## src/adop_consts.vh

```
// constants shared by the alarm driven output pulser
`ifndef ADOP_CONSTS_VH
`define ADOP_CONSTS_VH
// register byte offsets, line registers repeat every stride
`define ADOP_OFF_CTRL    8'h00
`define ADOP_OFF_DELAY   8'h04
`define ADOP_OFF_HOLD    8'h08
`define ADOP_OFF_WIDTH   8'h0C
`define ADOP_LINE_STRIDE 8'h10
`define ADOP_OFF_DICFG   8'h20
`define ADOP_OFF_THR     8'h24
`define ADOP_OFF_STATUS  8'h28
`define ADOP_OFF_CMD     8'h2C
`define ADOP_OFF_COUNT   8'h30
// control register fields
`define ADOP_CTRL_EN     0
`define ADOP_CTRL_ON     2:1
`define ADOP_CTRL_OFF    4:3
`define ADOP_CTRL_SRC    5
`define ADOP_CTRL_RST    6'h02
// action codes
`define ADOP_ACT_LOW     2'h0
`define ADOP_ACT_HIGH    2'h1
`define ADOP_ACT_PULSE   2'h2
// initial level codes
`define ADOP_INIT_LOW    2'h0
`define ADOP_INIT_HIGH   2'h1
`define ADOP_INIT_LAST   2'h2
// reset values and field widths
`define ADOP_WIDTH_RST   15'h000A
`define ADOP_HI_LSB      16
// timing
`define ADOP_CLK_NS      10
`define ADOP_MS_NS       1000000
`define ADOP_MS_CYC      (`ADOP_MS_NS / `ADOP_CLK_NS)
`define ADOP_S_MS        1000
// bus responses
`define ADOP_RESP_OKAY   2'h0
`define ADOP_RESP_SLVERR 2'h2
`endif

```

## src/adop_tick.v

```verilog
// enable pulse divider for the millisecond and second time bases
`timescale 1ns/10ps
`default_nettype none
module adop_tick #(
  parameter DIV = 1000
) (
  // clock and reset
  input  wire clk,
  input  wire rst,
  // count enable and output pulse
  input  wire en,
  output reg  tick
);
  reg [31:0] cnt_q;

  // count enables, pulse once per DIV of them
  always @(posedge clk or posedge rst)
  begin
    if (rst)
    begin
      cnt_q <= 32'h0000_0000;
      tick  <= 1'b0;
    end
    else
    begin
      tick <= 1'b0;
      if (en)
      begin
        if (cnt_q == DIV - 1)
        begin
          cnt_q <= 32'h0000_0000;
          tick  <= 1'b1;
        end
        else
          cnt_q <= cnt_q + 32'h0000_0001;
      end
    end
  end
endmodule // adop_tick
`default_nettype wire

```

## src/adop_line.v

```verilog
// one alarm driven output line with delay, hold and square wave
`timescale 1ns/10ps
`default_nettype none
`include "adop_consts.vh"
module adop_line (
  // clock, reset and time bases
  input  wire        clk,
  input  wire        rst,
  input  wire        ms_tick,
  input  wire        s_tick,
  // configuration
  input  wire        en,
  input  wire        alarm,
  input  wire [1:0]  on_act,
  input  wire [1:0]  off_act,
  input  wire [14:0] delay,
  input  wire [7:0]  hold,
  input  wire [14:0] lo_w,
  input  wire [14:0] hi_w,
  // power on load and manual toggle
  input  wire        init_ld,
  input  wire        init_lvl,
  input  wire        toggle,
  // line state
  output reg         lvl_q,
  output wire        busy
);
  localparam IDLE = 2'b00;
  localparam WAIT = 2'b01;
  localparam RUN  = 2'b10;

  reg  [1:0]  st_q;
  reg  [1:0]  act_q;
  reg         alm_q;
  reg         ph_q;
  reg  [14:0] cnt_q;
  reg  [7:0]  sec_q;
  wire        evt   = en && (alarm != alm_q);
  wire [1:0]  nact  = alarm ? on_act : off_act;
  wire [14:0] w_raw = ph_q ? hi_w : lo_w;
  wire [14:0] w_eff = (w_raw == 15'h0000) ? 15'h0001 : w_raw;

  assign busy = (st_q != IDLE);

  // action sequencer: delay, run, hold expiry, pulse phases
  always @(posedge clk or posedge rst)
  begin
    if (rst)
    begin
      st_q  <= IDLE;
      act_q <= `ADOP_ACT_LOW;
      alm_q <= 1'b0;
      ph_q  <= 1'b0;
      cnt_q <= 15'h0000;
      sec_q <= 8'h00;
      lvl_q <= 1'b0;
    end
    else
    begin
      alm_q <= alarm;
      if (init_ld)
        lvl_q <= init_lvl;
      else if (evt)
      begin
        act_q <= nact;
        cnt_q <= 15'h0000;
        sec_q <= 8'h00;
        ph_q  <= 1'b1;
        if (delay == 15'h0000)
        begin
          st_q  <= RUN;
          lvl_q <= (nact != `ADOP_ACT_LOW);
        end
        else
          st_q <= WAIT;
      end
      else
      begin
        case (st_q)
          WAIT:
          begin
            if (ms_tick)
            begin
              if (cnt_q + 15'h0001 >= delay)
              begin
                st_q  <= RUN;
                cnt_q <= 15'h0000;
                lvl_q <= (act_q != `ADOP_ACT_LOW);
              end
              else
                cnt_q <= cnt_q + 15'h0001;
            end
          end
          RUN:
          begin
            if (s_tick)
              sec_q <= sec_q + 8'h01;
            if (s_tick && hold != 8'h00 && sec_q + 8'h01 == hold)
              st_q <= IDLE;
            else if (act_q == `ADOP_ACT_PULSE && ms_tick)
            begin
              if (cnt_q + 15'h0001 >= w_eff)
              begin
                cnt_q <= 15'h0000;
                ph_q  <= ~ph_q;
                lvl_q <= ~ph_q;
              end
              else
                cnt_q <= cnt_q + 15'h0001;
            end
          end
          default:
            st_q <= IDLE;
        endcase
      end
      if (toggle && !init_ld)
        lvl_q <= ~lvl_q;
    end
  end
endmodule // adop_line
`default_nettype wire

```

## src/adop_top.v

```verilog
// alarm driven output pulser with two lines behind an axi4-lite slave
//
// The register addresses and the AXI4-Lite register port were chosen for this implementation.
`timescale 1ns/10ps
`default_nettype none
`include "adop_consts.vh"
// Overview of operation
// - enabled line performs its configured high, low or pulse action on alarm assertion
// - enabled line performs its own independently chosen action on alarm removal
// - square wave alternates low and high, each held its own width
// - low phase width programmable 1 to 30000 ms, default 10 ms
// - high phase width programmable 1 to 30000 ms, default 10 ms
// - at power on each line takes high, low or last power-off level
// - first output starts after programmable 0 to 30000 ms delay, zero immediate
// - action stops after hold of 0 to 255 s, zero runs until next
// - each line follows first or second input alarm, first by default
// - each line has its own enable, default off, disabled ignores alarms
// - levels and alarm status readable, per-input command clears counter alarm
// - input alarm active on high or open, inactive low, inversion swaps
module adop_top #(
  parameter MS_DIV = `ADOP_MS_CYC
) (
  // clock and reset
  input  wire        CLK,
  input  wire        RST,
  // axi4-lite write address and data
  input  wire [7:0]  S_AXI_AWADDR,
  input  wire        S_AXI_AWVALID,
  output reg         S_AXI_AWREADY,
  input  wire [31:0] S_AXI_WDATA,
  input  wire [3:0]  S_AXI_WSTRB,
  input  wire        S_AXI_WVALID,
  output reg         S_AXI_WREADY,
  // axi4-lite write response
  output reg  [1:0]  S_AXI_BRESP,
  output reg         S_AXI_BVALID,
  input  wire        S_AXI_BREADY,
  // axi4-lite read
  input  wire [7:0]  S_AXI_ARADDR,
  input  wire        S_AXI_ARVALID,
  output reg         S_AXI_ARREADY,
  output reg  [31:0] S_AXI_RDATA,
  output reg  [1:0]  S_AXI_RRESP,
  output reg         S_AXI_RVALID,
  input  wire        S_AXI_RREADY,
  // input lines and power-on straps
  input  wire [1:0]  IN_LINE,
  input  wire [3:0]  INIT_SEL,
  input  wire [1:0]  LAST_LVL,
  // output lines
  output wire [1:0]  OUT_LINE
);
  // configuration state
  reg  [5:0]  ctrl_q [0:1];
  reg  [14:0] dly_q  [0:1];
  reg  [7:0]  hold_q [0:1];
  reg  [14:0] low_q  [0:1];
  reg  [14:0] high_q [0:1];
  reg  [3:0]  dicfg_q;
  reg  [31:0] thr_q;
  // input side state
  reg  [7:0]  sy1_q;
  reg  [7:0]  sy2_q;
  reg  [1:0]  prev_q;
  reg  [15:0] cnt_q [0:1];
  reg  [1:0]  calm_q;
  reg  [1:0]  clr_q;
  reg  [1:0]  tog_q;
  reg  [1:0]  boot_q;
  reg         init_ld_q;
  // bus state
  reg  [7:0]  awa_q;
  reg  [31:0] wd_q;
  reg  [3:0]  ws_q;
  reg         awh_q;
  reg         wh_q;
  reg  [31:0] rd_d;
  reg         rok_d;
  wire        ms_tick;
  wire        s_tick;
  wire [1:0]  busy;
  wire [1:0]  in_s   = sy2_q[1:0];
  wire [1:0]  al_lvl = in_s ^ dicfg_q[1:0];
  wire [1:0]  alarm;
  wire        wl     = awa_q[4];
  wire        rl     = S_AXI_ARADDR[4];
  wire        wline  = awa_q < `ADOP_OFF_DICFG;
  wire        rline  = S_AXI_ARADDR < `ADOP_OFF_DICFG;
  wire [31:0] msk    = {{8{ws_q[3]}}, {8{ws_q[2]}}, {8{ws_q[1]}}, {8{ws_q[0]}}}; // byte lane mask
  wire        wok_d  = wline || awa_q == `ADOP_OFF_DICFG || awa_q == `ADOP_OFF_THR || awa_q == `ADOP_OFF_CMD;
  integer     i;
  integer     j;

  // time bases: millisecond from clock, second from milliseconds
  adop_tick #(.DIV(MS_DIV)) u_ms (
    .clk  (CLK),
    .rst  (RST),
    .en   (1'b1),
    .tick (ms_tick)
  );
  adop_tick #(.DIV(`ADOP_S_MS)) u_s (
    .clk  (CLK),
    .rst  (RST),
    .en   (ms_tick),
    .tick (s_tick)
  );

  // input alarm is live level or sticky counter alarm
  assign alarm[0] = dicfg_q[2] ? calm_q[0] : al_lvl[0];
  assign alarm[1] = dicfg_q[3] ? calm_q[1] : al_lvl[1];

  // two output lines
  genvar g;
  generate
    for (g = 0; g < 2; g = g + 1)
    begin : g_line
      wire [1:0] isel = sy2_q[2 + g*2 +: 2];
      reg        ilvl;
      // initial level from synchronised strap selection
      always @*
      begin
        case (isel)
          `ADOP_INIT_HIGH: ilvl = 1'b1;
          `ADOP_INIT_LAST: ilvl = sy2_q[6 + g];
          default:         ilvl = 1'b0;
        endcase
      end
      adop_line u_line (
        .clk      (CLK),
        .rst      (RST),
        .ms_tick  (ms_tick),
        .s_tick   (s_tick),
        .en       (ctrl_q[g][`ADOP_CTRL_EN]),
        .alarm    (alarm[ctrl_q[g][`ADOP_CTRL_SRC]]),
        .on_act   (ctrl_q[g][`ADOP_CTRL_ON]),
        .off_act  (ctrl_q[g][`ADOP_CTRL_OFF]),
        .delay    (dly_q[g]),
        .hold     (hold_q[g]),
        .lo_w     (low_q[g]),
        .hi_w     (high_q[g]),
        .init_ld  (init_ld_q),
        .init_lvl (ilvl),
        .toggle   (tog_q[g]),
        .lvl_q    (OUT_LINE[g]),
        .busy     (busy[g])
      );
    end
  endgenerate

  // pin synchronisers, power-on load after straps settle
  always @(posedge CLK or posedge RST)
  begin
    if (RST)
    begin
      sy1_q     <= 8'h00;
      sy2_q     <= 8'h00;
      boot_q    <= 2'h0;
      init_ld_q <= 1'b0;
    end
    else
    begin
      sy1_q     <= {LAST_LVL, INIT_SEL, IN_LINE};
      sy2_q     <= sy1_q;
      init_ld_q <= (boot_q == 2'h2);
      if (boot_q != 2'h3)
        boot_q <= boot_q + 2'h1;
    end
  end

  // event counters and sticky counter alarms, set beats clear
  always @(posedge CLK or posedge RST)
  begin
    if (RST)
    begin
      prev_q   <= 2'h0;
      calm_q   <= 2'h0;
      cnt_q[0] <= 16'h0000;
      cnt_q[1] <= 16'h0000;
    end
    else
    begin
      prev_q <= al_lvl;
      for (i = 0; i < 2; i = i + 1)
      begin
        if (dicfg_q[2 + i] && al_lvl[i] && !prev_q[i])
        begin
          cnt_q[i] <= clr_q[i] ? 16'h0001 : cnt_q[i] + 16'h0001;
          if (thr_q[i*16 +: 16] != 16'h0000 && cnt_q[i] + 16'h0001 == thr_q[i*16 +: 16])
            calm_q[i] <= 1'b1;
          else if (clr_q[i])
            calm_q[i] <= 1'b0;
        end
        else if (clr_q[i])
        begin
          cnt_q[i]  <= 16'h0000;
          calm_q[i] <= 1'b0;
        end
      end
    end
  end

  // write channels, register updates and command pulses
  always @(posedge CLK or posedge RST)
  begin
    if (RST)
    begin
      S_AXI_AWREADY <= 1'b0;
      S_AXI_WREADY  <= 1'b0;
      S_AXI_BVALID  <= 1'b0;
      S_AXI_BRESP   <= `ADOP_RESP_OKAY;
      awa_q         <= 8'h00;
      wd_q          <= 32'h0000_0000;
      ws_q          <= 4'h0;
      awh_q         <= 1'b0;
      wh_q          <= 1'b0;
      clr_q         <= 2'h0;
      tog_q         <= 2'h0;
      dicfg_q       <= 4'h0;
      thr_q         <= 32'h0000_0000;
      for (j = 0; j < 2; j = j + 1)
      begin
        ctrl_q[j] <= `ADOP_CTRL_RST;
        dly_q[j]  <= 15'h0000;
        hold_q[j] <= 8'h00;
        low_q[j]  <= `ADOP_WIDTH_RST;
        high_q[j] <= `ADOP_WIDTH_RST;
      end
    end
    else
    begin
      clr_q <= 2'h0;
      tog_q <= 2'h0;
      S_AXI_AWREADY <= !awh_q && !S_AXI_BVALID && !(S_AXI_AWREADY && S_AXI_AWVALID);
      S_AXI_WREADY  <= !wh_q && !S_AXI_BVALID && !(S_AXI_WREADY && S_AXI_WVALID);
      if (S_AXI_AWREADY && S_AXI_AWVALID)
      begin
        awa_q <= S_AXI_AWADDR;
        awh_q <= 1'b1;
      end
      if (S_AXI_WREADY && S_AXI_WVALID)
      begin
        wd_q <= S_AXI_WDATA;
        ws_q <= S_AXI_WSTRB;
        wh_q <= 1'b1;
      end
      if (S_AXI_BVALID && S_AXI_BREADY)
        S_AXI_BVALID <= 1'b0;
      if (awh_q && wh_q && !S_AXI_BVALID)
      begin
        awh_q        <= 1'b0;
        wh_q         <= 1'b0;
        S_AXI_BVALID <= 1'b1;
        S_AXI_BRESP  <= wok_d ? `ADOP_RESP_OKAY : `ADOP_RESP_SLVERR;
        if (wline)
        begin
          case ({4'h0, awa_q[3:0]})
            `ADOP_OFF_CTRL:  ctrl_q[wl] <= (ctrl_q[wl] & ~msk[5:0]) | (wd_q[5:0] & msk[5:0]);
            `ADOP_OFF_DELAY: dly_q[wl]  <= (dly_q[wl] & ~msk[14:0]) | (wd_q[14:0] & msk[14:0]);
            `ADOP_OFF_HOLD:  hold_q[wl] <= (hold_q[wl] & ~msk[7:0]) | (wd_q[7:0] & msk[7:0]);
            default:
            begin
              low_q[wl]  <= (low_q[wl] & ~msk[14:0]) | (wd_q[14:0] & msk[14:0]);
              high_q[wl] <= (high_q[wl] & ~msk[30:16]) | (wd_q[30:16] & msk[30:16]);
            end
          endcase
        end
        else
        begin
          case (awa_q)
            `ADOP_OFF_DICFG: dicfg_q <= (dicfg_q & ~msk[3:0]) | (wd_q[3:0] & msk[3:0]);
            `ADOP_OFF_THR:   thr_q   <= (thr_q & ~msk) | (wd_q & msk);
            `ADOP_OFF_CMD:
            begin
              clr_q <= ws_q[0] ? wd_q[1:0] : 2'h0;
              tog_q <= ws_q[0] ? wd_q[3:2] : 2'h0;
            end
            default: ;
          endcase
        end
      end
    end
  end

  // read mux
  always @*
  begin
    rd_d  = 32'h0000_0000;
    rok_d = 1'b1;
    if (rline)
    begin
      case ({4'h0, S_AXI_ARADDR[3:0]})
        `ADOP_OFF_CTRL:  rd_d = {26'h000_0000, ctrl_q[rl]};
        `ADOP_OFF_DELAY: rd_d = {17'h0_0000, dly_q[rl]};
        `ADOP_OFF_HOLD:  rd_d = {24'h00_0000, hold_q[rl]};
        default:         rd_d = {1'b0, high_q[rl], 1'b0, low_q[rl]};
      endcase
    end
    else
    begin
      case (S_AXI_ARADDR)
        `ADOP_OFF_DICFG:  rd_d = {28'h000_0000, dicfg_q};
        `ADOP_OFF_THR:    rd_d = thr_q;
        `ADOP_OFF_STATUS: rd_d = {24'h00_0000, busy, alarm, in_s, OUT_LINE};
        `ADOP_OFF_CMD:    rd_d = 32'h0000_0000;
        `ADOP_OFF_COUNT:  rd_d = {cnt_q[1], cnt_q[0]};
        default:          rok_d = 1'b0;
      endcase
    end
  end

  // read channel, one read at a time
  always @(posedge CLK or posedge RST)
  begin
    if (RST)
    begin
      S_AXI_ARREADY <= 1'b0;
      S_AXI_RVALID  <= 1'b0;
      S_AXI_RDATA   <= 32'h0000_0000;
      S_AXI_RRESP   <= `ADOP_RESP_OKAY;
    end
    else
    begin
      S_AXI_ARREADY <= !S_AXI_RVALID && !(S_AXI_ARREADY && S_AXI_ARVALID);
      if (S_AXI_ARREADY && S_AXI_ARVALID)
      begin
        S_AXI_RVALID <= 1'b1;
        S_AXI_RDATA  <= rd_d;
        S_AXI_RRESP  <= rok_d ? `ADOP_RESP_OKAY : `ADOP_RESP_SLVERR;
      end
      else if (S_AXI_RVALID && S_AXI_RREADY)
      begin
        S_AXI_RVALID  <= 1'b0;
        S_AXI_ARREADY <= 1'b1;
      end
    end
  end
endmodule // adop_top
`default_nettype wire

```

## config.mk

```make
export PLATFORM = sky130hd
export DESIGN_NAME = adop_top
export DESIGN_NICKNAME = d
export VERILOG_FILES = /design/src/adop_tick.v /design/src/adop_line.v /design/src/adop_top.v
export VERILOG_INCLUDE_DIRS = /design/src
export SDC_FILE = /design/constraint.sdc
export NUM_CORES = 1
export LEC_CHECK = 0
export BUFFER_PORTS_ARGS = -buffer_cell sky130_fd_sc_hd__buf_4
export CORE_UTILIZATION = 30
export DETAILED_ROUTE_END_ITERATION = 8
export PLACE_DENSITY = 0.47
export SLEW_MARGIN = 10
export SYNTH_ARGS = -nofsm -noshare
export SYNTH_HDL_FRONTEND = slang
export SYNTH_SLANG_ARGS = --single-unit
```

## constraint.sdc

```tcl
create_clock -name CLK -period 16 [get_ports CLK]
set_clock_uncertainty 0.05 [all_clocks]
set_input_delay 0.8 -clock CLK [delete_from_list [all_inputs] [get_ports CLK]]
set_output_delay 0.8 -clock CLK [all_outputs]
set_load 0.005 [all_outputs]
```

; ---- Word level (Yosys, flattened, before mapping)
; Index checks and enable logic that the tools add are counted.
[classes]
eq_ne = 56
muxes = 153
n_lt_le_gt_ge = 11
bitwise = 36
reduce_logical = 96
add_sub_neg = 9
[op_table]
columns = cell, count
row1 = two-way mux 15 bit, 35
row2 = case mux 32 bit (4 select lines), 1
row3 = two-way mux 8 bit, 13
row4 = two-way mux 16 bit, 6
row5 = two-way mux 32 bit, 3
row6 = case mux 31 bit (3 select lines), 1
row7 = bitwise mux 30 bit, 3
row8 = bitwise AND 15 bit, 5
row9 = "adder 32 x 1 -> 32 bit, second input constant", 2
row10 = bitwise AND 32 bit, 2
row11 = "== test 8 x 6 -> 1 bit, second input constant", 8
row12 = greater-or-equal comparator 15 bit, 4
row13 = zero test 15 bit, 4
row14 = case mux 15 bit (2 select lines), 2
row15 = two-way mux 1 bit, 49
row16 = OR 15 bit, 3
row17 = two-way mux 2 bit, 22
row18 = two-way mux 6 bit, 7
row19 = nonzero test 2 bit, 20
row20 = "adder 16 x 1 -> 16 bit, second input constant", 2
row21 = == test 16 bit, 2
row22 = "== test 32 x 10 -> 1 bit, second input constant", 1
row23 = "== test 32 x 17 -> 1 bit, second input constant", 1
row24 = NOT 32 bit, 1
row25 = 57 further kinds, 164
[word_totals]
reg_bits = 426
out_inout_bits = 43
in_bits = 67
word_cells = 414

; ---- Depth between registers and ports, before layout
; Gate-level depths: netlist (run 1).
[logic_depth]
ltp_word = 11
ltp_mapped = 15
ltp_nobuf = 15

; ---- Hierarchy
; Synthesis (run 1) repeated with hierarchy kept, for this count alone.
[hier_totals]
cells_unflattened = 2244
area_unflattened_um2 = 23397.4
[modules_own_cells]
columns = mod, cells_each, seq_area_each_um2, n_inst, area_per_inst_um2
row1 = adop_top, 1232, 7469.7, 1, 14084.8
row2 = adop_line, 357, 750.7, 2, 3014.1
row3 = adop_tick (u_ms), 154, 825.8, 1, 1677.9
row4 = adop_tick (u_s), 144, 825.8, 1, 1606.5

; ---- Worst setup path before layout (run 1)
; No wires, ideal clock.
[synth_timing]
path_type = register to register
startpoint = reg g_line[0].u_line.ph_q
endpoint = reg g_line[0].u_line.cnt_q[6]
period_less_slack_ns = 3.876
path_stages_with_launch = 15
n_path_buf = 2
required_time_ns = 15.840
arrival_time_ns = 3.716
path_slack_ns = 12.124
cell_sequence = dfrtp_1 > clkbuf_1 > buf_1 > mux2i_1 > nand2_1 > or4_1 > nand2_1 > ha_1 > nand2b_1 > a31oi_1 > o21a_1 > o211ai_1 > a2111o_1 > a21o_2 > o41ai_1
[synth_via]
elab_chain_cells = 9
[synth_rtl]
columns = element, line
row1 = start: declaration, adop_line.v:35  ; reg ph_q;
row2 = start signal: assignment, adop_line.v:105  ; ph_q <= ~ph_q;
row3 = two-way mux 15 bit *, adop_line.v:40  ; wire [14:0] w_raw = ph_q ? hi_w : lo_w;
row4 = zero test 15 bit, adop_line.v:41  ; wire [14:0] w_eff = (w_raw == 15'h0000) ? 15'h0001 : w_raw;
row5 = two-way mux 15 bit *, adop_line.v:41
row6 = greater-or-equal comparator 15 bit *, adop_line.v:102  ; if (cnt_q + 15'h0001 >= w_eff)
row7 = two-way mux 15 bit *, adop_line.v:102
row8 = two-way mux 15 bit *, adop_line.v:100  ; else if (act_q == `ADOP_ACT_PULSE && ms_tick)
row9 = two-way mux 15 bit *, adop_line.v:98  ; if (s_tick && hold != 8'h00 && sec_q + 8'h01 == hold)
row10 = case mux 15 bit (2 select lines) *, adop_line.v:79  ; case (st_q)
row11 = two-way mux 15 bit *, adop_line.v:63  ; else if (evt)
row12 = end signal: assignment, adop_line.v:91  ; cnt_q <= cnt_q + 15'h0001;
row13 = end signal: assignment, adop_line.v:109  ; cnt_q <= cnt_q + 15'h0001;
row14 = end: declaration, adop_line.v:36  ; reg [14:0] cnt_q;
; Every way passes the cells marked *; elsewhere a longest branch is shown, timed or not. The select of a mux whose other input is x is not followed.
; A chain may end at the register's enable or synchronous reset.

; ---- Worst setup path after layout (run 1)
[layout_timing]
startpoint = reg g_line[1].u_line.ph_q
endpoint = reg g_line[1].u_line.cnt_q[0]
[layout_via]
elab_chain_cells = 9
[layout_rtl]
columns = element, line
row1 = start: declaration, adop_line.v:35
row2 = start signal: assignment, adop_line.v:105
row3 = two-way mux 15 bit *, adop_line.v:40
row4 = zero test 15 bit, adop_line.v:41
row5 = two-way mux 15 bit *, adop_line.v:41
row6 = greater-or-equal comparator 15 bit *, adop_line.v:102
row7 = two-way mux 15 bit *, adop_line.v:102
row8 = two-way mux 15 bit *, adop_line.v:100
row9 = two-way mux 15 bit *, adop_line.v:98
row10 = case mux 15 bit (2 select lines) *, adop_line.v:79
row11 = two-way mux 15 bit *, adop_line.v:63
row12 = end signal: assignment, adop_line.v:91
row13 = end signal: assignment, adop_line.v:109
row14 = end: declaration, adop_line.v:36
; Marks and branches as above.

==> results by group, run 1 <==
Critical path
  • Critical Setup Path Class: flop to flop
  • Crit-path max FO: 18
  • Req. time, crit path: 16.50 ns
  • Worst Setup Start Kind: flop
  • FF-to-FF path depth: 13
  • Data arrival, critical path: 4.85 ns
  • Critical Path Sink Type: flop

Die
  • Die width: 274.7 um
  • I/O pin cnt: 110
  • Core Rows: 99
  • CORE AREA: 73210 um^2
  • Die footprint: 75440 um^2
  • Initial Utilization: 30.47%
  • DIE HEIGHT: 274.7 um

Drt
  • Post-route ant nets: 0
  • Total wire length: 68880 um
  • DR vias/cell: 5.287
  • Drt drc: 8
  • DRT iter0 DRCs: 1260
  • Wire per inst: 21.38 um
  • Via Count: 17035
  • Pre-Repair DR Iteration Count: 9

Layout
  • Non-Filler Instances: 3222
  • Area growth syn-to-layout: 16.00%
  • Share of cells above drive strength 1: 18.16%
  • Antenna Cells: 0
  • Final nets: 2367

Global routing
  • Largest net degree at the start of global routing: 128
  • Vias in the first global route: 17098
  • All-Layer GR Usage: 18.28%
  • Global-route wire length before repair: 105300 um
  • Remaining global-route overflow: 0
  • Initial antenna violation count: 6

STA
  • Setup Viol. Count Final: 0
  • Hold slack final: 0.2497 ns
  • Maximum clock rate: 229.8 MHz
  • Final WS setup: 11.65 ns
  • Worst slew pin tran: 1.291 ns
  • Setup_tns: 0 ns
  • Max-slew violations: 0
  • Final Hold Viols: 0
  • Fin crit share: 27.20%
  • Slew HR: 13.24%
  • RSZ-0062 raised after global routing: false
  • Minimum clock period: 4.352 ns

Min path
  • Hold Crit Class: input pin to async pin

Placement
  • Post-place setup slack: 11.68 ns
  • Buffers on Ports: 107
  • Placed cell count: 3126
  • Post-detail-place hpwl: 50990 um
  • GPL Wtd Cong: 0.9224

Job
  • Maxcap violations: 0

Pwr
  • Power, Total: 3.361 mW
  • P_leak: 11.47 nW
  • Power Density: 129.9 nW/um^2
  • Worst VDD drop: 75.76 uV

Clock network
  • Hold-fix buffers, CTS: 0
  • Clock slew at reported path FFs: 0.06 ns
  • Max clock buf depth: 3
  • Setup bufs post-CTS: 0
  • CTS Sinks: 424
  • Worst-Skew Late Latency: 0.63 ns
  • CTS H-tree lvls: 2
  • CTS Buf Count: 51
  • CTS tree: yes
  • Clock root buffer master: clkbuf_16
  • CTS-repair resized insts: 0

Synthesis
  • Yosys warnings: 0
  • Async S/R FF share, synth: 100.0%
  • Largest area contributor in the netlist: dfrtp_1
  • Avg Cell Area, Syn: 10.48 um^2
  • EDFF count, synth: 0
  • Post-Syn Area: 22300 um^2
  • Yosys reg bits: 424
  • Sequential area share after synthesis: 47.63%
  • Largest cells by area after synthesis: dfrtp_1 (46%), mux2_2 (7.6%), ha_1 (4.5%), xnor2_1 (4.0%), nand2_1 (3.3%)
  • Share of the synthesized area in the top cell type: 46.45%
  • Synth unique cells: 81
  • Syn Inst Count: 2129
  • Synth Flop Type: dfrtp_1

Outcome
  • Outcome: finished with violations
  • Violated checks: design-rule violations
## registers in the layout, indices dropped and copies added, names as in the netlist, 30 cells and up, named ones only
signal               cells
cnt_q                   32
S_AXI_RDATA             32
u_s.cnt_q               32
high_q                  30
g_line.u_line.cnt_q     30
wd_q                    32
dly_q                   30
u_ms.cnt_q              32
low_q                   30
## final timing paths
| check | from | to | slack (ns) |
|---|---|---|---|
| max | g_line[1].u_line.ph_q | g_line[1].u_line.cnt_q[0] | 11.65 |
| min | RST | u_ms.cnt_q[10] | 0.25 |
| max reg2reg | g_line[1].u_line.ph_q | g_line[1].u_line.cnt_q[0] | 11.65 |
| min reg2reg | sy1_q[0] | sy2_q[0] | 0.30 |
| max in group asynchronous | RST | hold_q[12] | 13.32 |
| min in group CLK | INIT_SEL[3] | sy1_q[5] | 0.25 |
## cells by family after synthesis
| family | after synthesis | share of synthesized area [%] |
|---|---|---|
| AOI/OAI and AO/OA | 434 | 13.44 |
| and+or+nand+nor | 640 | 13.80 |
| adders and majority gates | 80 | 4.488 |
| DFF | 424 | 47.63 |
| muxes | 223 | 10.96 |
| other | 1 | 0.01681 |
| xor gates and xnor gates | 173 | 6.793 |
| buffers and inverters | 154 | 2.872 |
## placed cells by master (no fill, tap or decap), types with 14 or more instances in the layout
cell type,Yosys,layout
dfrtp_1,414,414
nand2_1,199,198
mux2_2,150,150
nor2_1,145,144
buf_4,4,123
xnor2_1,102,102
o21ai_0,102,102
ha_1,80,80
a21oi_1,74,74
xor2_1,71,71
mux2i_1,71,71
nand3_1,66,66
inv_1,67,66
clkbuf_16,0,51
nand4_1,43,43
nor3_1,37,36
a22oi_1,31,31
a221oi_1,29,29
and3_1,28,28
nor4_1,28,28
o22a_1,24,24
a21o_1,19,19
a211oi_1,17,17
or3_1,16,16
o22ai_1,16,16
a22o_1,16,16
o221ai_1,14,14
clkinv_2,0,14
## routing by layer
layer | GRT usage (%) | up-vias | wire length [um]
met5 | 0 | - | 53
met4 | 6.126 | 8 | 2130
met3 | 3.683 | 123 | 3998
met2 | 29.56 | 421 | 32150
met1 | 24.31 | 8563 | 30550
li1 | - | 7920 | -
## final cells by class
| cell class | count | area (um^2) |
|---|---|---|
| Tap cell | 959 | 1200 |
| Fill cell | 7293 | 47330 |
| Inverter | 67 | 259.0 |
| Timing Repair Buffer | 124 | 943.4 |
| Clock buffer | 71 | 1461 |
| Multi-Input combinational cell | 1552 | 11060 |
| Sequential cell | 424 | 10620 |
| Clock inverter | 25 | 322.8 |
## per-stage QoR
stage,util [%],cell area [um^2]
6_report,35.34,25870
5_1_grt,35.34,25870
4_1_cts,35.34,25870
3_5_place_dp,32.90,24090
3_3_place_gp,32.90,24090
2_1_floorplan,-,22310
## synthesized netlist by cell type, drive strengths merged (14+ instances only)
library cell	instances
ha	80
a211oi	17
nand3	66
o221ai	14
a221oi	29
mux2i	73
buf	19
nand2	199
a22oi	31
clkbuf	68
o21ai	108
a22o	23
or3	16
nor4	28
dfrtp	414
nor2	146
inv	67
xnor2	102
nand4	43
mux2	150
a21oi	76
and3	29
a21o	21
xor2	71
o22a	24
nor3	37
o22ai	16
## power breakdown
group / switching, mW / leakage (nW) / internal (mW) / total [mW]
sequential: 0.299 / 5.64 / 1.23 / 1.53
clock: 0.496 / 0.886 / 0.724 / 1.22
combinational: 0.312 / 4.94 / 0.298 / 0.611
## worst max-delay path, cell delays in order (launching register included)
cell,delay [ns]
dfrtp_1,0.98
mux2i_1,0.35
nand4_1,0.16
or4_1,0.52
nand2_1,0.08
ha_1,0.23
nor2b_1,0.13
o21ai_0,0.10
a31oi_1,0.17
o21ai_0,0.13
a21oi_1,0.34
nand3_1,0.34
a21oi_2,0.47
mux2_2,0.23
Power figures use the tool's default switching activity.
==> run 2: changes to the inputs <==
ABC_AREA = 1   (was unset)
PLACE_DENSITY = 0.48   (was 0.47)
clock period = 4 ns   (was 16 ns; I/O delays follow)
==> run 2 against run 1 <==
  * The flow now finishes without violations
  * Clock power grew to 4.1 times the previous value
  * Area after synthesis increased by 12%
  * Critical path type unchanged
  * Via count is 31% higher
  * Core utilization rose by 0.18 points
  * Highest routed layer is now met4
  * Routed wire length increased by 18%
  * Cell count up 41%
  * Critical endpoint is now g_line[1].u_line.cnt_q[10]
  * Worst setup slack worse by 11 ns
  * Die area rose by 11%
  * Non-clock buffer count rose by 74
==> results by group, run 2 <==
Pwr
  • Power, Total: 15.99 mW (+380%)
  • P_leak: 13.43 nW (+17%)
  • Power Density: 548.3 nW/um^2 (+320%)
  • Worst VDD drop: 345.6 uV (+360%)

Synthesis
  • Largest area contributor in the netlist: dfrtp_1
  • Top-count cell post-synth: nand2_1
  • Async S/R FF share, synth: 100.0% (unchanged)
  • Avg Cell Area, Syn: 7.560 um^2 (-28%)
  • Synth top cells by count: nand2_1 (774), inv_1 (427), dfrtp_1 (414), o21ai_0 (339), nor2_1 (273)
  • Largest cells by area after synthesis: dfrtp_1 (42%), nand2_1 (12%), o21ai_0 (6.8%), inv_1 (6.4%), nor2_1 (4.1%)
  • Syn Inst Count: 3291 (+55%)
  • Synth Flop Type: dfrtp_1
  • Sequential area share after synthesis: 42.70% (-4.9 points)
  • Post-Syn Area: 24880 um^2 (+12%)
  • EDFF count, synth: 0 (unchanged)
  • Synth unique cells: 60 (-26%)
  • Yosys reg bits: 424 (unchanged)
  • Yosys warnings: 0 (unchanged)
  • Share of the synthesized area in the top cell type: 41.64% (-4.8 points)

Die
  • Core Rows: 105 (+6.1%)
  • Initial Utilization: 30.30% (-0.17 points)
  • CORE AREA: 82110 um^2 (+12%)
  • Die footprint: 84090 um^2 (+11%)
  • DIE HEIGHT: 290.0 um (+5.6%)
  • I/O pin cnt: 110 (unchanged)
  • Die width: 290.0 um (+5.6%)

Min path
  • Hold Crit Class: input pin to flop
  • Hold path cells: 4
  • HP Start: S_AXI_ARVALID
  • Hold endpoint: S_AXI_RDATA[11]

Clock network
  • Worst-Skew Late Latency: 0.64 ns (about the same)
  • Setup bufs post-CTS: 0 (unchanged)
  • Max clock buf depth: 3 (unchanged)
  • Hold-fix buffers, CTS: 55 (+55)
  • CTS-repair resized insts: 0 (unchanged)
  • CTS Buf Count: 52 (+2.0%)
  • CTS tree: yes
  • Clock root buffer master: clkbuf_16
  • Clock slew at reported path FFs: 0.06 ns (about the same)
  • CTS Sinks: 424 (unchanged)
  • CTS H-tree lvls: 2 (unchanged)

Drt
  • Total wire length: 81560 um (+18%)
  • Via Count: 22385 (+31%)
  • Wire per inst: 17.98 um (-16%)
  • DRT iter0 DRCs: 1645 (+31%)
  • Drt drc: 0 (-8)
  • Pre-Repair DR Iteration Count: 5 (-4)
  • Post-route ant nets: 0 (unchanged)
  • DR vias/cell: 4.936 (-6.6%)

Critical path
  • Worst Setup Start Kind: flop
  • CP top delay family: simple AND/OR/NAND/NOR gates
  • Critical Path Sink Type: flop
  • R2r setup slk: 0.43 ns (-11.22 ns)
  • Data arrival, critical path: 4.08 ns (-0.77 ns)
  • CP max stage cell: dfrtp_1
  • Critical-path cell list: nand2_1 > o21ai_0 > nand3_1 > o41ai_1 > ha_1 > nand3b_1 > nand2_1 > nand2_1 > nand2_1 > nand2_1 > nand2_1 > nor2_1 > nand2_1 > o21ai_0 > nand2_1 > buf_4 > nor2_1 > nand3_1 > nand2_1
  • Slowest cell delay on critical path: 0.95 ns (-0.03 ns)
  • Most repeated library cell on the critical path: nand2_1
  • Crit-path max FO: 32 (+14)
  • CP Buf/Inv Count: 1 (+1)
  • Reg-to-reg startpoint: g_line[1].u_line.ph_q
  • R2R Path End: g_line[1].u_line.cnt_q[10]
  • Critical Setup Path Class: flop to flop
  • FF-to-FF path depth: 19 (+6)
  • Req. time, crit path: 4.50 ns (-12.00 ns)

Layout
  • Share of cells above drive strength 1: 9.671% (-8.5 points)
  • Final nets: 3570 (+51%)
  • Non-Filler Instances: 4535 (+41%)
  • Fillers: 8721 (+20%)
  • Multi-input logic area: 12110 um^2 (+9.5%)
  • Cell area after layout: 29170 um^2 (+13%)
  • Register area: 10620 um^2 (unchanged)
  • Area growth syn-to-layout: 17.25%
  • Most common cell after layout, fill and taps aside: nand2_1
  • Commonest cells after routing, fill and taps aside: nand2_1 (772), inv_1 (425), dfrtp_1 (414)
  • Final design utilization: 35.53% (+0.18 points)

STA
  • Hold slack final: 0.08147 ns (-0.1683 ns)
  • Maximum clock rate: 279.8 MHz (+22%)
  • Slew HR: 26.34% (+13 points)
  • Fin crit share: 89.36% (+62 points)
  • Worst slew pin tran: 1.102 ns (-0.1892 ns)
  • Final Hold Viols: 0 (unchanged)
  • Setup Viol. Count Final: 0 (unchanged)
  • Max-slew violations: 0 (unchanged)
  • Final WS setup: 0.4257 ns (-11.22 ns)
  • RSZ-0062 raised after global routing: false
  • Minimum clock period: 3.574 ns (-0.7775 ns)
  • Setup_tns: 0 ns (unchanged)

Global routing
  • Largest net degree at the start of global routing: 161 (+26%)
  • Vias in the first global route: 21841 (+28%)
  • Initial antenna violation count: 0 (-6)
  • Global-route wire length before repair: 128800 um (+22%)
  • Remaining global-route overflow: 0 (unchanged)
  • All-Layer GR Usage: 19.27% (+1.0 points)

Placement
  • Post-detail-place hpwl: 60450 um (+19%)
  • Buffers on Ports: 107 (unchanged)
  • Placed cell count: 4384 (+40%)
  • DP Area: 26820 um^2 (+11%)
  • Post-place setup slack: 0.4226 ns (-11.26 ns)
  • GPL Wtd Cong: 0.8701 (-5.7%)

Job
  • Maxcap violations: 0 (unchanged)

Outcome
  • Outcome: finished, final reports clean
[run 2: cell types whose count changed in the layout (fill, tap and decap cells not counted), sizes merged, moves of 115 or more]
cell   before  now
nand3      66  181
mux2      150   21
nor2      146  283
inv        68  434
o21ai     108  359
nand2     199  786
[run 2: per-layer routing]
metal / vias to the layer above / GRT usage [%] / share of wire, %
li1: 11179 / - / -
met1: 10595 / 27.81 / 49
met2: 515 / 30.56 / 45
met3: 96 / 2.030 / 4.1
met4: 0 / 5.060 / 2.4
met5: - / 0 / 0
[run 2: worst reg2reg max path: cells and delay by family (launching register included)]
| kind | cells | cell delay, ns |
|---|---|---|
| fa+ha+maj | 1 | 0.22 |
| compound gates | 3 | 0.81 |
| buf+inv | 1 | 0.20 |
| simple gates | 14 | 1.28 |
| flops | 1 | 0.95 |
[run 2: how the worst max path moves through the flow]
stage | cells past startpoint | slack [ns] | to | start
2_1_floorplan | 1 | -1.96 | S_AXI_ARREADY | RST
3_3_place_gp | 18 | 0.50 | g_line[1].u_line.cnt_q[11] | g_line[1].u_line.ph_q
3_5_place_dp | 19 | 0.42 | g_line[1].u_line.cnt_q[12] | g_line[1].u_line.ph_q
4_1_cts | 19 | 0.39 | g_line[1].u_line.cnt_q[5] | g_line[1].u_line.ph_q
5_1_grt | 19 | 0.03 | g_line[1].u_line.cnt_q[14] | g_line[1].u_line.ph_q
6_report | 19 | 0.43 | g_line[1].u_line.cnt_q[10] | g_line[1].u_line.ph_q
[run 2: cells by family after synthesis]
kind of cell / after synthesis / share of synthesized area (%)
muxes: 21 / 0.9505
AOI/OAI and AO/OA: 689 / 15.50
DFF: 424 / 42.70
and+or+nand+nor: 1436 / 24.89
xor gates and xnor gates: 87 / 3.229
other: 1 / 0.01507
adders and majority gates: 80 / 4.023
buffers and inverters: 553 / 8.685
[run 2: power by group]
| group | internal, mW | switching (mW) | total (mW) |
|---|---|---|---|
| Clock | 2.99 | 2.04 | 5.03 |
| Sequential | 5.02 | 0.763 | 5.78 |
| Combinational | 1.71 | 3.47 | 5.18 |
[run 2: cell type report]
type	instances	share of cell area, %
Multi-Input combinational cell	2315	41.52
Sequential cell	424	36.42
Timing Repair Buffer	198	5.739
Inverter	432	5.572
Clock buffer	75	5.134
Tap cell	1070	4.589
Clock inverter	20	1.021
Antenna cell	1	0.008579
